File: config.mk
export PLATFORM = sky130hd
export DESIGN_NAME = smbcfg_top
export DESIGN_NICKNAME = d
export VERILOG_FILES = /design/src/smbcfg_pkg.sv /design/src/smbcfg_flt_if.sv /design/src/smbcfg_glitch.sv /design/src/smbcfg_top.sv
export VERILOG_INCLUDE_DIRS = /design/src
export SDC_FILE = /design/constraint.sdc
export NUM_CORES = 1
export LEC_CHECK = 0
export ABC_CLOCK_PERIOD_IN_PS = 3850
export BUFFER_PORTS_ARGS = -buffer_cell sky130_fd_sc_hd__buf_4
export CAP_MARGIN = 20
export CORE_MARGIN = 10
export CORE_UTILIZATION = 51
export DETAILED_ROUTE_END_ITERATION = 10
export GPL_ROUTABILITY_DRIVEN = 0
export HOLD_SLACK_MARGIN = 0.15
export PLACE_DENSITY = 0.82
export SYNTH_ARGS = -nofsm -noshare
export SYNTH_HDL_FRONTEND = slang
export SYNTH_SLANG_ARGS = --single-unit
File: constraint.sdc
create_clock -name clk_sys -period 3.85 [get_ports clk_sys]
set_input_delay 0.5775 -clock clk_sys [delete_from_list [all_inputs] [get_ports clk_sys]]
set_output_delay 0.5775 -clock clk_sys [all_outputs]
set_load 0.05 [all_outputs]
File: src/smbcfg_params.svh
// Constants of the bus-control block: field positions, reset values, timing.
// Assumes a 20 MHz system clock; included by bare name where needed.
`ifndef SMBCFG_PARAMS_SVH
`define SMBCFG_PARAMS_SVH

// ---------------------------------------------------------------
// Timing
// ---------------------------------------------------------------
`define SMBCFG_CLK_PERIOD_NS    50
`define SMBCFG_PRESC_UNIT_NS    32
`define SMBCFG_GLITCH_NORM_NS   1000
`define SMBCFG_GLITCH_SFAST_NS  200
`define SMBCFG_GLITCH_MFAST_NS  100
`define SMBCFG_CYC_UP(ns)       (((ns) + `SMBCFG_CLK_PERIOD_NS - 1) / `SMBCFG_CLK_PERIOD_NS)
`define SMBCFG_GLITCH_NORM_CYC  5'(`SMBCFG_CYC_UP(`SMBCFG_GLITCH_NORM_NS))
`define SMBCFG_GLITCH_SFAST_CYC 5'(`SMBCFG_CYC_UP(`SMBCFG_GLITCH_SFAST_NS))
`define SMBCFG_GLITCH_MFAST_CYC 5'(`SMBCFG_CYC_UP(`SMBCFG_GLITCH_MFAST_NS))
`define SMBCFG_GLITCH_OFF_CYC   5'h00

// ---------------------------------------------------------------
// Control register fields and reset values
// ---------------------------------------------------------------
`define SMBCFG_PRESC_MSB        15
`define SMBCFG_PRESC_LSB        0
`define SMBCFG_IOM_BIT          16
`define SMBCFG_ICK_BIT          17
`define SMBCFG_SMODE_MSB        19
`define SMBCFG_SMODE_LSB        18
`define SMBCFG_MMODE_MSB        21
`define SMBCFG_MMODE_LSB        20
`define SMBCFG_PRESC_SLOW       16'h0139
`define SMBCFG_PRESC_FAST       16'h0053
`define SMBCFG_PRESC_STOP_MAX   16'h0001
`define SMBCFG_BIT_RST          1'b0
`define SMBCFG_MODE_RST         2'h0

// ---------------------------------------------------------------
// Serial memory start-up
// ---------------------------------------------------------------
`define SMBCFG_EE_ADDR_HI       3'h5
`define SMBCFG_EE_START         16'h0000
`define SMBCFG_EE_MODE_MASK     16'h00aa

`endif

File: src/smbcfg_pkg.sv
// Types shared by the bus-control block.
// Assumes nothing beyond the constants header.
package smbcfg_pkg;

	typedef enum logic [1:0]
	{
		SMBCFG_GM_NORMAL = 2'h0,
		SMBCFG_GM_FAST   = 2'h1,
		SMBCFG_GM_OFF    = 2'h2,
		SMBCFG_GM_RSVD   = 2'h3
	} smbcfg_gmode_t;

	typedef enum logic [1:0]
	{
		SMBCFG_CK_STOP = 2'b00,
		SMBCFG_CK_HIGH = 2'b01,
		SMBCFG_CK_LOW  = 2'b11
	} smbcfg_ckst_t;

	typedef logic [4:0] smbcfg_dly_t;

endpackage

File: src/smbcfg_flt_if.sv
// Link between the control block and one line glitch filter.
// Assumes both ends run on the system clock.
`timescale 1ns/1ps
interface smbcfg_flt_if;
	logic                    raw;
	smbcfg_pkg::smbcfg_dly_t dly;
	logic                    filt;
	modport src (output raw, output dly, input filt);
	modport flt (input raw, input dly, output filt);
endinterface

File: src/smbcfg_glitch.sv
// Glitch filter for one bus line: output follows input once stable long enough.
// Assumes input synchronous to clk_sys; delay of zero passes the line in one cycle.
`timescale 1ns/1ps
module smbcfg_glitch
(
	// Clock and reset
	input  wire logic clk_sys,
	input  wire logic resetn,
	// Line
	smbcfg_flt_if.flt f
);
	import smbcfg_pkg::*;

	smbcfg_dly_t cnt_r;
	logic        filt_r;

	// ---------------------------------------------------------------
	// Stability counter
	// ---------------------------------------------------------------
	always_ff @(posedge clk_sys or negedge resetn)
	begin
		if (!resetn)
		begin
			cnt_r  <= 5'h00;
			filt_r <= 1'b1;
		end
		else if (f.raw == filt_r)
			cnt_r <= 5'h00;
		else if ((cnt_r + 5'h01) >= f.dly)
		begin
			cnt_r  <= 5'h00;
			filt_r <= f.raw;
		end
		else
			cnt_r <= cnt_r + 5'h01;
	end

	assign f.filt = filt_r;
endmodule

File: src/smbcfg_top.sv
// Bus-control block: master clock prescaler, override bits, glitch filters, start-up.
// Assumes straps and pins are synchronous to clk_sys; resetn is the fundamental reset.
`timescale 1ns/1ps
`include "smbcfg_params.svh"
module smbcfg_top
(
	// Clock and reset
	input  wire logic        clk_sys,
	input  wire logic        resetn,
	// Straps
	input  wire logic        master_slow_mode_strap,
	input  wire logic [3:0]  switch_operating_mode,
	input  wire logic [4:1]  eeprom_address_straps,
	// Control register port
	input  wire logic        reg_wr_en,
	input  wire logic [31:0] reg_wr_data,
	output logic      [31:0] reg_rd_data,
	// Master engine
	input  wire logic        arb_lost,
	input  wire logic        cksum_fail,
	input  wire logic        byte_done,
	input  wire logic        load_done,
	output logic             arb_abort,
	output logic             cksum_err,
	output logic             eeprom_load_req,
	output logic      [7:1]  eeprom_dev_addr,
	output logic      [15:0] eeprom_byte_addr,
	// Bus pins
	input  wire logic        master_bus_clock_pin_in,
	output logic             master_bus_clock_pin_out,
	output logic             master_bus_clock_pin_oe,
	input  wire logic        master_bus_data_pin_in,
	input  wire logic        slave_bus_clock_pin_in,
	input  wire logic        slave_bus_data_pin_in,
	// Filtered lines
	output logic             master_clk_filt,
	output logic             master_dat_filt,
	output logic             slave_clk_filt,
	output logic             slave_dat_filt
);
	import smbcfg_pkg::*;

	logic [15:0]   presc_r;
	logic [15:0]   act_presc_r;
	logic          iom_r;
	logic          ick_r;
	smbcfg_gmode_t smode_r;
	smbcfg_gmode_t mmode_r;
	logic          init_done_r;
	smbcfg_ckst_t  ck_st_r;
	logic [20:0]   acc_r;
	logic [20:0]   acc_nxt;
	logic [20:0]   half_ns;
	logic [31:0]   rd_r;
	logic          abort_r;
	logic          ckerr_r;
	logic          load_r;
	logic [7:1]    dev_r;
	logic [15:0]   byte_r;
	logic          oe_r;
	logic          pin_out_r;
	smbcfg_dly_t   sdly;
	smbcfg_dly_t   mdly;

	// ---------------------------------------------------------------
	// Control register
	// ---------------------------------------------------------------
	always_ff @(posedge clk_sys or negedge resetn)
	begin
		if (!resetn)
		begin
			presc_r     <= `SMBCFG_PRESC_FAST;
			iom_r       <= `SMBCFG_BIT_RST;
			ick_r       <= `SMBCFG_BIT_RST;
			smode_r     <= SMBCFG_GM_NORMAL;
			mmode_r     <= SMBCFG_GM_NORMAL;
			init_done_r <= 1'b0;
		end
		else if (!init_done_r)
		begin
			init_done_r <= 1'b1;
			presc_r     <= master_slow_mode_strap ? `SMBCFG_PRESC_SLOW
				: `SMBCFG_PRESC_FAST;
		end
		else if (reg_wr_en)
		begin
			presc_r <= reg_wr_data[`SMBCFG_PRESC_MSB:`SMBCFG_PRESC_LSB];
			iom_r   <= reg_wr_data[`SMBCFG_IOM_BIT];
			ick_r   <= reg_wr_data[`SMBCFG_ICK_BIT];
			smode_r <= smbcfg_gmode_t'(reg_wr_data[`SMBCFG_SMODE_MSB:`SMBCFG_SMODE_LSB]);
			mmode_r <= smbcfg_gmode_t'(reg_wr_data[`SMBCFG_MMODE_MSB:`SMBCFG_MMODE_LSB]);
		end
	end

	always_ff @(posedge clk_sys or negedge resetn)
	begin
		if (!resetn)
			rd_r <= 32'h0000_0000;
		else
			rd_r <= {10'h000, mmode_r, smode_r, ick_r, iom_r, presc_r};
	end

	// ---------------------------------------------------------------
	// Master clock prescaler
	// ---------------------------------------------------------------
	assign half_ns = 21'(act_presc_r) * 21'(`SMBCFG_PRESC_UNIT_NS / 2);
	assign acc_nxt = acc_r + 21'(`SMBCFG_CLK_PERIOD_NS);

	always_ff @(posedge clk_sys or negedge resetn)
	begin
		if (!resetn)
		begin
			ck_st_r     <= SMBCFG_CK_STOP;
			act_presc_r <= `SMBCFG_PRESC_FAST;
			acc_r       <= 21'h0;
			oe_r        <= 1'b0;
		end
		else
		begin
			unique case (ck_st_r)
				SMBCFG_CK_STOP:
				begin
					acc_r <= 21'h0;
					if (init_done_r && presc_r > `SMBCFG_PRESC_STOP_MAX)
					begin
						act_presc_r <= presc_r;
						ck_st_r     <= SMBCFG_CK_HIGH;
					end
				end
				SMBCFG_CK_HIGH:
				begin
					if (presc_r <= `SMBCFG_PRESC_STOP_MAX)
						ck_st_r <= SMBCFG_CK_STOP;
					else if (acc_nxt >= half_ns)
					begin
						acc_r   <= 21'h0;
						oe_r    <= 1'b1;
						ck_st_r <= SMBCFG_CK_LOW;
					end
					else
						acc_r <= acc_nxt;
				end
				SMBCFG_CK_LOW:
				begin
					if (acc_nxt >= half_ns)
					begin
						acc_r       <= 21'h0;
						oe_r        <= 1'b0;
						act_presc_r <= presc_r;
						ck_st_r     <= (presc_r <= `SMBCFG_PRESC_STOP_MAX)
							? SMBCFG_CK_STOP : SMBCFG_CK_HIGH;
					end
					else
						acc_r <= acc_nxt;
				end
				default:
					ck_st_r <= SMBCFG_CK_STOP;
			endcase
		end
	end

	always_ff @(posedge clk_sys or negedge resetn)
	begin
		if (!resetn)
			pin_out_r <= 1'b0;
		else
			pin_out_r <= 1'b0;
	end

	// ---------------------------------------------------------------
	// Override bits
	// ---------------------------------------------------------------
	always_ff @(posedge clk_sys or negedge resetn)
	begin
		if (!resetn)
		begin
			abort_r <= 1'b0;
			ckerr_r <= 1'b0;
		end
		else
		begin
			abort_r <= arb_lost & ~iom_r;
			ckerr_r <= cksum_fail & ~ick_r;
		end
	end

	// ---------------------------------------------------------------
	// Serial memory start-up
	// ---------------------------------------------------------------
	always_ff @(posedge clk_sys or negedge resetn)
	begin
		if (!resetn)
		begin
			load_r <= 1'b0;
			dev_r  <= 7'h00;
			byte_r <= `SMBCFG_EE_START;
		end
		else if (!init_done_r)
		begin
			load_r <= 1'(`SMBCFG_EE_MODE_MASK >> switch_operating_mode);
			dev_r  <= {`SMBCFG_EE_ADDR_HI, eeprom_address_straps};
			byte_r <= `SMBCFG_EE_START;
		end
		else if (load_r)
		begin
			if (load_done)
				load_r <= 1'b0;
			if (byte_done)
				byte_r <= byte_r + 16'h0001;
		end
	end

	// ---------------------------------------------------------------
	// Glitch filters
	// ---------------------------------------------------------------
	always_comb
	begin
		unique case (smode_r)
			SMBCFG_GM_FAST: sdly = `SMBCFG_GLITCH_SFAST_CYC;
			SMBCFG_GM_OFF:  sdly = `SMBCFG_GLITCH_OFF_CYC;
			default:        sdly = `SMBCFG_GLITCH_NORM_CYC;
		endcase
		unique case (mmode_r)
			SMBCFG_GM_FAST: mdly = `SMBCFG_GLITCH_MFAST_CYC;
			SMBCFG_GM_OFF:  mdly = `SMBCFG_GLITCH_OFF_CYC;
			default:        mdly = `SMBCFG_GLITCH_NORM_CYC;
		endcase
	end

	smbcfg_flt_if mck_if ();
	smbcfg_flt_if mdt_if ();
	smbcfg_flt_if sck_if ();
	smbcfg_flt_if sdt_if ();

	assign mck_if.raw = master_bus_clock_pin_in;
	assign mck_if.dly = mdly;
	assign mdt_if.raw = master_bus_data_pin_in;
	assign mdt_if.dly = mdly;
	assign sck_if.raw = slave_bus_clock_pin_in;
	assign sck_if.dly = sdly;
	assign sdt_if.raw = slave_bus_data_pin_in;
	assign sdt_if.dly = sdly;

	smbcfg_glitch u_mck (.clk_sys(clk_sys), .resetn(resetn), .f(mck_if.flt));
	smbcfg_glitch u_mdt (.clk_sys(clk_sys), .resetn(resetn), .f(mdt_if.flt));
	smbcfg_glitch u_sck (.clk_sys(clk_sys), .resetn(resetn), .f(sck_if.flt));
	smbcfg_glitch u_sdt (.clk_sys(clk_sys), .resetn(resetn), .f(sdt_if.flt));

	// ---------------------------------------------------------------
	// Outputs
	// ---------------------------------------------------------------
	assign reg_rd_data              = rd_r;
	assign arb_abort                = abort_r;
	assign cksum_err                = ckerr_r;
	assign eeprom_load_req          = load_r;
	assign eeprom_dev_addr          = dev_r;
	assign eeprom_byte_addr         = byte_r;
	assign master_bus_clock_pin_out = pin_out_r;
	assign master_bus_clock_pin_oe  = oe_r;
	assign master_clk_filt          = mck_if.filt;
	assign master_dat_filt          = mdt_if.filt;
	assign slave_clk_filt           = sck_if.filt;
	assign slave_dat_filt           = sdt_if.filt;

	logic [15:0] low_cnt_r;
	always_ff @(posedge clk_sys or negedge resetn)
	begin
		if (!resetn)
			low_cnt_r <= 16'h0000;
		else if (oe_r)
			low_cnt_r <= low_cnt_r + 16'h0001;
		else
			low_cnt_r <= 16'h0000;
	end
endmodule

Word level (Yosys, flattened, before mapping)
Index checks and enable logic that the tools add are counted.
W data, S select, Z words.
{"block": "word_totals", "regBits": 133, "input_bits": 52, "output_inout_bits": 64, "word_cells": 114}
{"block": "classes", "addsub": 6, "order_cmp": 7, "n_eq_ne": 18, "shift": 1, "muxes": 35, "bitwise": 8, "n_reduce_logical": 15}
{"cell": "$mux W16", "count": 7}
{"cell": "$pmux W21 S3", "count": 1}
{"cell": "$mux W21", "count": 2}
{"cell": "$mux W5", "count": 8}
{"cell": "$pmux W16 S2", "count": 1}
{"cell": "$add A21 B6 Y21 const B", "count": 1}
{"cell": "$ge A21 B20 Y1", "count": 1}
{"cell": "$add A5 B1 Y5 const B", "count": 4}
{"cell": "$ge A5 B5 Y1", "count": 4}
{"cell": "$pmux W5 S2", "count": 2}
{"cell": "$add A16 B1 Y16 const B", "count": 1}
{"cell": "$gt A16 B1 Y1 const B", "count": 1}
{"cell": "$le A16 B1 Y1 const B", "count": 1}
{"cell": "$reduce_and A2 Y1", "count": 7}
{"cell": "$ne A2 B2 Y1 const B", "count": 6}
{"cell": "$mux W9", "count": 1}
{"cell": "$mux W2", "count": 4}
{"cell": "$shr A8 B4 Y1 const A", "count": 1}
{"cell": "$mux W1", "count": 7}
{"cell": "$eq A2 B1 Y1 const B", "count": 3}
{"cell": "$eq A2 B2 Y1 const B", "count": 3}
{"cell": "$not A1 Y1", "count": 6}
{"cell": "$pmux W2 S3", "count": 1}
{"cell": "$reduce_and A3 Y1", "count": 2}
{"cell": "10 further kinds", "count": 15}

Logic depth before layout (Yosys ltp)
{"block": "depth", "word_depth": 5, "mapped_depth": 15, "ltp_nobuf": 13}

Cells and area by module
Synthesis repeated with hierarchy kept, for this count alone.
{"block": "hier_totals", "hier_cells": 623, "hier_area_um2": 7171.9}
{"module": "smbcfg_top", "n_inst": 1, "cells_per_inst": 467, "area_per_inst_um2": 5270.1, "seq_area_each_um2": 2712.6}
{"module": "smbcfg_glitch", "n_inst": 4, "cells_per_inst": 39, "area_per_inst_um2": 475.5, "seq_area_each_um2": 151.4}

Least setup slack after synthesis
Ideal clock, no wire load.
{"block": "synth_timing", "kind": "reg-to-reg", "start": "register acc_r[1]", "end": "register act_presc_r[10]", "setup_ns": 0.125, "arrival_ns": 3.517, "required_time_ns": 3.725, "setup_slack_ns": 0.208, "path_stages_with_launch": 14, "n_path_buf": 1, "period_less_slack_ns": 3.642, "cell_sequence": "dfrtp_1 -> ha_1 -> a211o_2 -> and2_0 -> xor2_1 -> ha_1 -> nand4_1 -> nor4_2 -> o21ai_1 -> and4_4 -> or2_4 -> a311oi_4 -> buf_8 -> mux2_4"}
{"block": "synth_via", "elab_chain_cells": 4}
{"element": "start: declaration", "line": "smbcfg_top.sv:51", "source": "logic [20:0] acc_r;"}
{"element": "start signal: assignment", "line": "smbcfg_top.sv:141", "source": "acc_r <= acc_nxt;"}
{"element": "start signal: assignment", "line": "smbcfg_top.sv:154", "source": "acc_r <= acc_nxt;"}
{"element": "$add A21 B6 Y21", "line": "smbcfg_top.sv:107", "source": "assign acc_nxt = acc_r + 21'(`SMBCFG_CLK_PERIOD_NS);"}
{"element": "$ge A21 B20 Y1", "line": "smbcfg_top.sv:145", "source": "if (acc_nxt >= half_ns)"}
{"element": "$ne A2 B2 Y1 (no source line)"}
{"element": "$reduce_and A3 Y1 (no source line)"}
{"element": "end signal: assignment", "line": "smbcfg_top.sv:114", "source": "act_presc_r <= `SMBCFG_PRESC_FAST;"}
{"element": "end signal: assignment", "line": "smbcfg_top.sv:126", "source": "act_presc_r <= presc_r;"}
{"element": "end signal: assignment", "line": "smbcfg_top.sv:149", "source": "act_presc_r <= presc_r;"}
{"element": "end: declaration", "line": "smbcfg_top.sv:44", "source": "logic [15:0] act_presc_r;"}
No other way between the ends.
A chain may end at the register's enable or synchronous reset.

Worst setup path after layout
{"block": "layout_timing", "start": "register acc_r[1]", "end": "register act_presc_r[8]"}
Same word-level chain as after synthesis.

==> flow_summary_export.csv <==
group,metric,value,unit
logic_synthesis,synth-seq-cells,132,
sta,max_freq,268,MHz
logic_synthesis,synth_adder_area_share,0.0769,
power,p_switching,1.85,mW
clocking,cts_tree,"done",
clocking,clockBufferDepth,2,
critical_path,path_delay_family,"simple AND/OR/NAND/NOR gates",
clocking,numCtsBuffers,17,
global_routing,grt-ovfl-total,0,
logic_synthesis,synthMuxAreaShare,0.0873,
critical_path,arrival,4.01,ns
logic_synthesis,synthTopCellsByCount,"120 x dfrtp_1, 48 x nand2_1, 40 x ha_1",
clocking,cts.hold.buffers_added,0,
placement,io_buffer_count,91,
power,finalPower,5.42,mW
run,timing.max_cap.violations,0,
layout,final_util,0.639,
power,p_int,3.57,mW
logic_synthesis,ys_warn_count,0,
floorplanning,rows,41,
clocking,clk_pin_slew,0.05,ns
drt,routed_via_density,5.30,
critical_path,cp_slowest_cell,"a311o_2",
floorplanning,die_w,133,microns
logic_synthesis,syn_avg_cell_area,11.2,sq um
clocking,clk_latency,0.41,ns
logic_synthesis,synth_top_family_by_area,"simple AND/OR/NAND/NOR gates",
logic_synthesis,synth_seq_area_share,0.510,
global_routing,grt_pass1_wl,24500,microns
drt,drt_iter0_markers,164,
drt,drt_pass1_iterations,5,
clocking,cts_sinks,132,
critical_path,cp_slowest_stage_delay,0.42,ns
critical_path,end_kind,"register",
power,power_leakage,3.98,nW
floorplanning,io-pin-count,116,
floorplanning,fp.dieH,133,microns
floorplanning,start_util,0.518,
sta,finalCriticalPeriod,3.72,ns
critical_path,path_cells,"buf_4 -> a311o_2 -> and4_1 -> and2_1 -> nand2_1 -> xnor2_2 -> ha_1 -> nand4_1 -> nor2_1 -> o21ai_1 -> and4_4 -> or2_4 -> a311oi_4 -> clkbuf_16 -> mux2_4",
global_routing,gr-usage-all-layers,0.169,
placement,dp.cells,830,
clocking,htree_levels,4,
layout,fin_cells,867,
layout,insertedDiodeCount,0,
power,power_frac_comb,0.335,
global_routing,grt_pass1_vias,4999,
logic_synthesis,ys.flop_type,"dfrtp_1",
critical_path,crit_buf_inv,2,
layout,nets,774,
logic_synthesis,synth-simple-area-share,0.147,
floorplanning,dieArea,17700,sq um
floorplanning,core-area,12600,sq um
critical_path,rrSetupSlack,0.13,ns
sta,final_hold_viol_count,0,
logic_synthesis,ys_top_cells_by_area,"dfrtp_1 46%, ha_1 7.7%, dfstp_2 4.8%, xnor2_1 3.9%, mux2_2 3.8%",
clocking,root_buffer,"clkbuf_16",
layout,drive_gt1_frac,0.279,
sta,worst_pin_slew,0.879,ns
placement,dp_hpwl,10100,microns
power,seqPwrFrac,0.351,
logic_synthesis,synth_edf_count,0,
power,p_per_area,675,nW/um^2
logic_synthesis,yosysTopAreaCell,"dfrtp_1",
sta,finalCritPeriodShare,0.967,
logic_synthesis,async_flop_share,1.00,
drt,route.detailed.drc,0,
power,clkPwrFrac,0.314,
critical_path,worstSetupPathType,"reg2reg",
sta,worst_slack,0.126,ns
global_routing,grt_max_degree,73,
power,switching_share,0.341,
power,irDropWorstVdd,336,uV
drt,drt-total-wl,14800,microns
sta,slew_viol_final,0,
sta,maxSlewHeadroom,0.414,
critical_path,worst_setup_path_start_kind,"register",
logic_synthesis,synth_top_area_share,0.461,
min_path,hold_path.class,"in2async",
status,status,"finished clean",
logic_synthesis,synthXorXnorAreaFrac,0.0632,
drt,wire_per_inst,17.1,microns
drt,drtAntennaViolNets,0,
layout,final_cell_area,8030,sq um
layout,synthToLayoutAreaGrowth,23.4,%
logic_synthesis,yosysMostFrequentCell,"dfrtp_1",
logic_synthesis,netlist_area,6510,sq um
logic_synthesis,synthCells,579,
logic_synthesis,synth_compound_area_frac,0.0692,
drt,via_count,4594,
sta,fin_worst_skew,0.00873,ns
logic_synthesis,ys_types,60,
critical_path,required,4.14,ns
layout,fillerInstances,905,
critical_path,worstPathMaxFanout,8,
placement,place_area,7330,sq um
placement,place_ws,0.128,ns
sta,setup_violations,0,
global_routing,antenna_found_initial,0,
-- kinds of logic after synthesis --
group | Yosys count
xor+xnor | 47
flops | 132
buf+inv | 59
compound gates | 68
fa+ha+maj | 40
mux | 49
simple gates | 182
other cells | 2
-- path summary, 6_finish.rpt --
path | start | to | cells after the start
worst max-delay path | acc_r[1] | act_presc_r[8] | 15
worst min-delay path | resetn | eeprom_byte_addr[12] | 1
worst max register to register | acc_r[1] | act_presc_r[8] | 15
worst min register to register | mmode_r[1] | reg_rd_data[21] | 0
max in group asynchronous | resetn | presc_r[4] | 2
min in group clk_sys | switch_operating_mode[3] | eeprom_load_req | 2
-- layout make-up --
type                            instances  area, sq um  area share
Timing Repair Buffer                  104          811       0.101
Multi-Input combinational cell        399         2950       0.367
Tap cell                              172          215      0.0268
Clock buffer                           19          453      0.0564
Clock inverter                         13          180      0.0224
Inverter                               28          105      0.0131
Sequential cell                       132         3320       0.413
-- cells in the final DEF (no fill, tap or decap), drive strengths merged, types with 12 or more instances in the layout --
cell type / instances
dfrtp: 120
nand2: 49
nor2b: 16
dfstp: 12
and3: 17
conb: 13
inv: 29
buf: 103
mux2i: 17
xor2: 18
a21oi: 17
and2: 19
ha: 40
xnor2: 29
o21ai: 24
clkbuf: 20
nor2: 28
nand3: 24
mux2: 32
-- per-layer routing --
| layer | track usage | wire length, microns | vias to the layer above |
|---|---|---|---|
| li1 | - | - | 2166 |
| met1 | 0.191 | 6040 | 2282 |
| met2 | 0.292 | 7620 | 120 |
| met3 | 0.0503 | 831 | 26 |
| met4 | 0.0630 | 292 | 0 |
| met5 | 0 | 0 | - |
-- flip-flops by register name, summed over array words and instances (netlist names), 2 cells and up --
| register | flops |
|---|---|
| act_presc_r | 16 |
| smode_r | 2 |
| eeprom_dev_addr | 5 |
| reg_rd_data | 22 |
| u_sck.cnt_r | 5 |
| u_mck.cnt_r | 5 |
| acc_r | 20 |
| u_sdt.cnt_r | 5 |
| u_mdt.cnt_r | 5 |
| eeprom_byte_addr | 16 |
| ck_st_r | 2 |
| mmode_r | 2 |
| presc_r | 16 |
-- through the flow --
| stage | hold slack, ns | setup TNS (ns) |
|---|---|---|
| after floorplan | 0.282 | 0 |
| after global placement | 0.377 | 0 |
| after detailed placement | 0.383 | 0 |
| after CTS | 0.319 | 0 |
| after global routing | 0.359 | -0.0101 |
| final | 0.280 | 0 |
-- power by group through the flow --
stage	Combinational, mW	Sequential (mW)	Clock, mW
final	1.82	1.90	1.70
after global routing	1.99	1.94	1.79
after CTS	1.74	1.90	1.72
after detailed placement	1.68	1.92	0
after global placement	1.60	1.89	0
after floorplan	1.10	2.03	0
-- timing repair --
| action | in CTS | in global routing |
|---|---|---|
| setup endpoints to repair | 0 | 16 |
| setup buffers | 0 | 4 |
| gates resized for setup | 0 | 3 |
No activity file was read; power rests on OpenSTA's default activity.
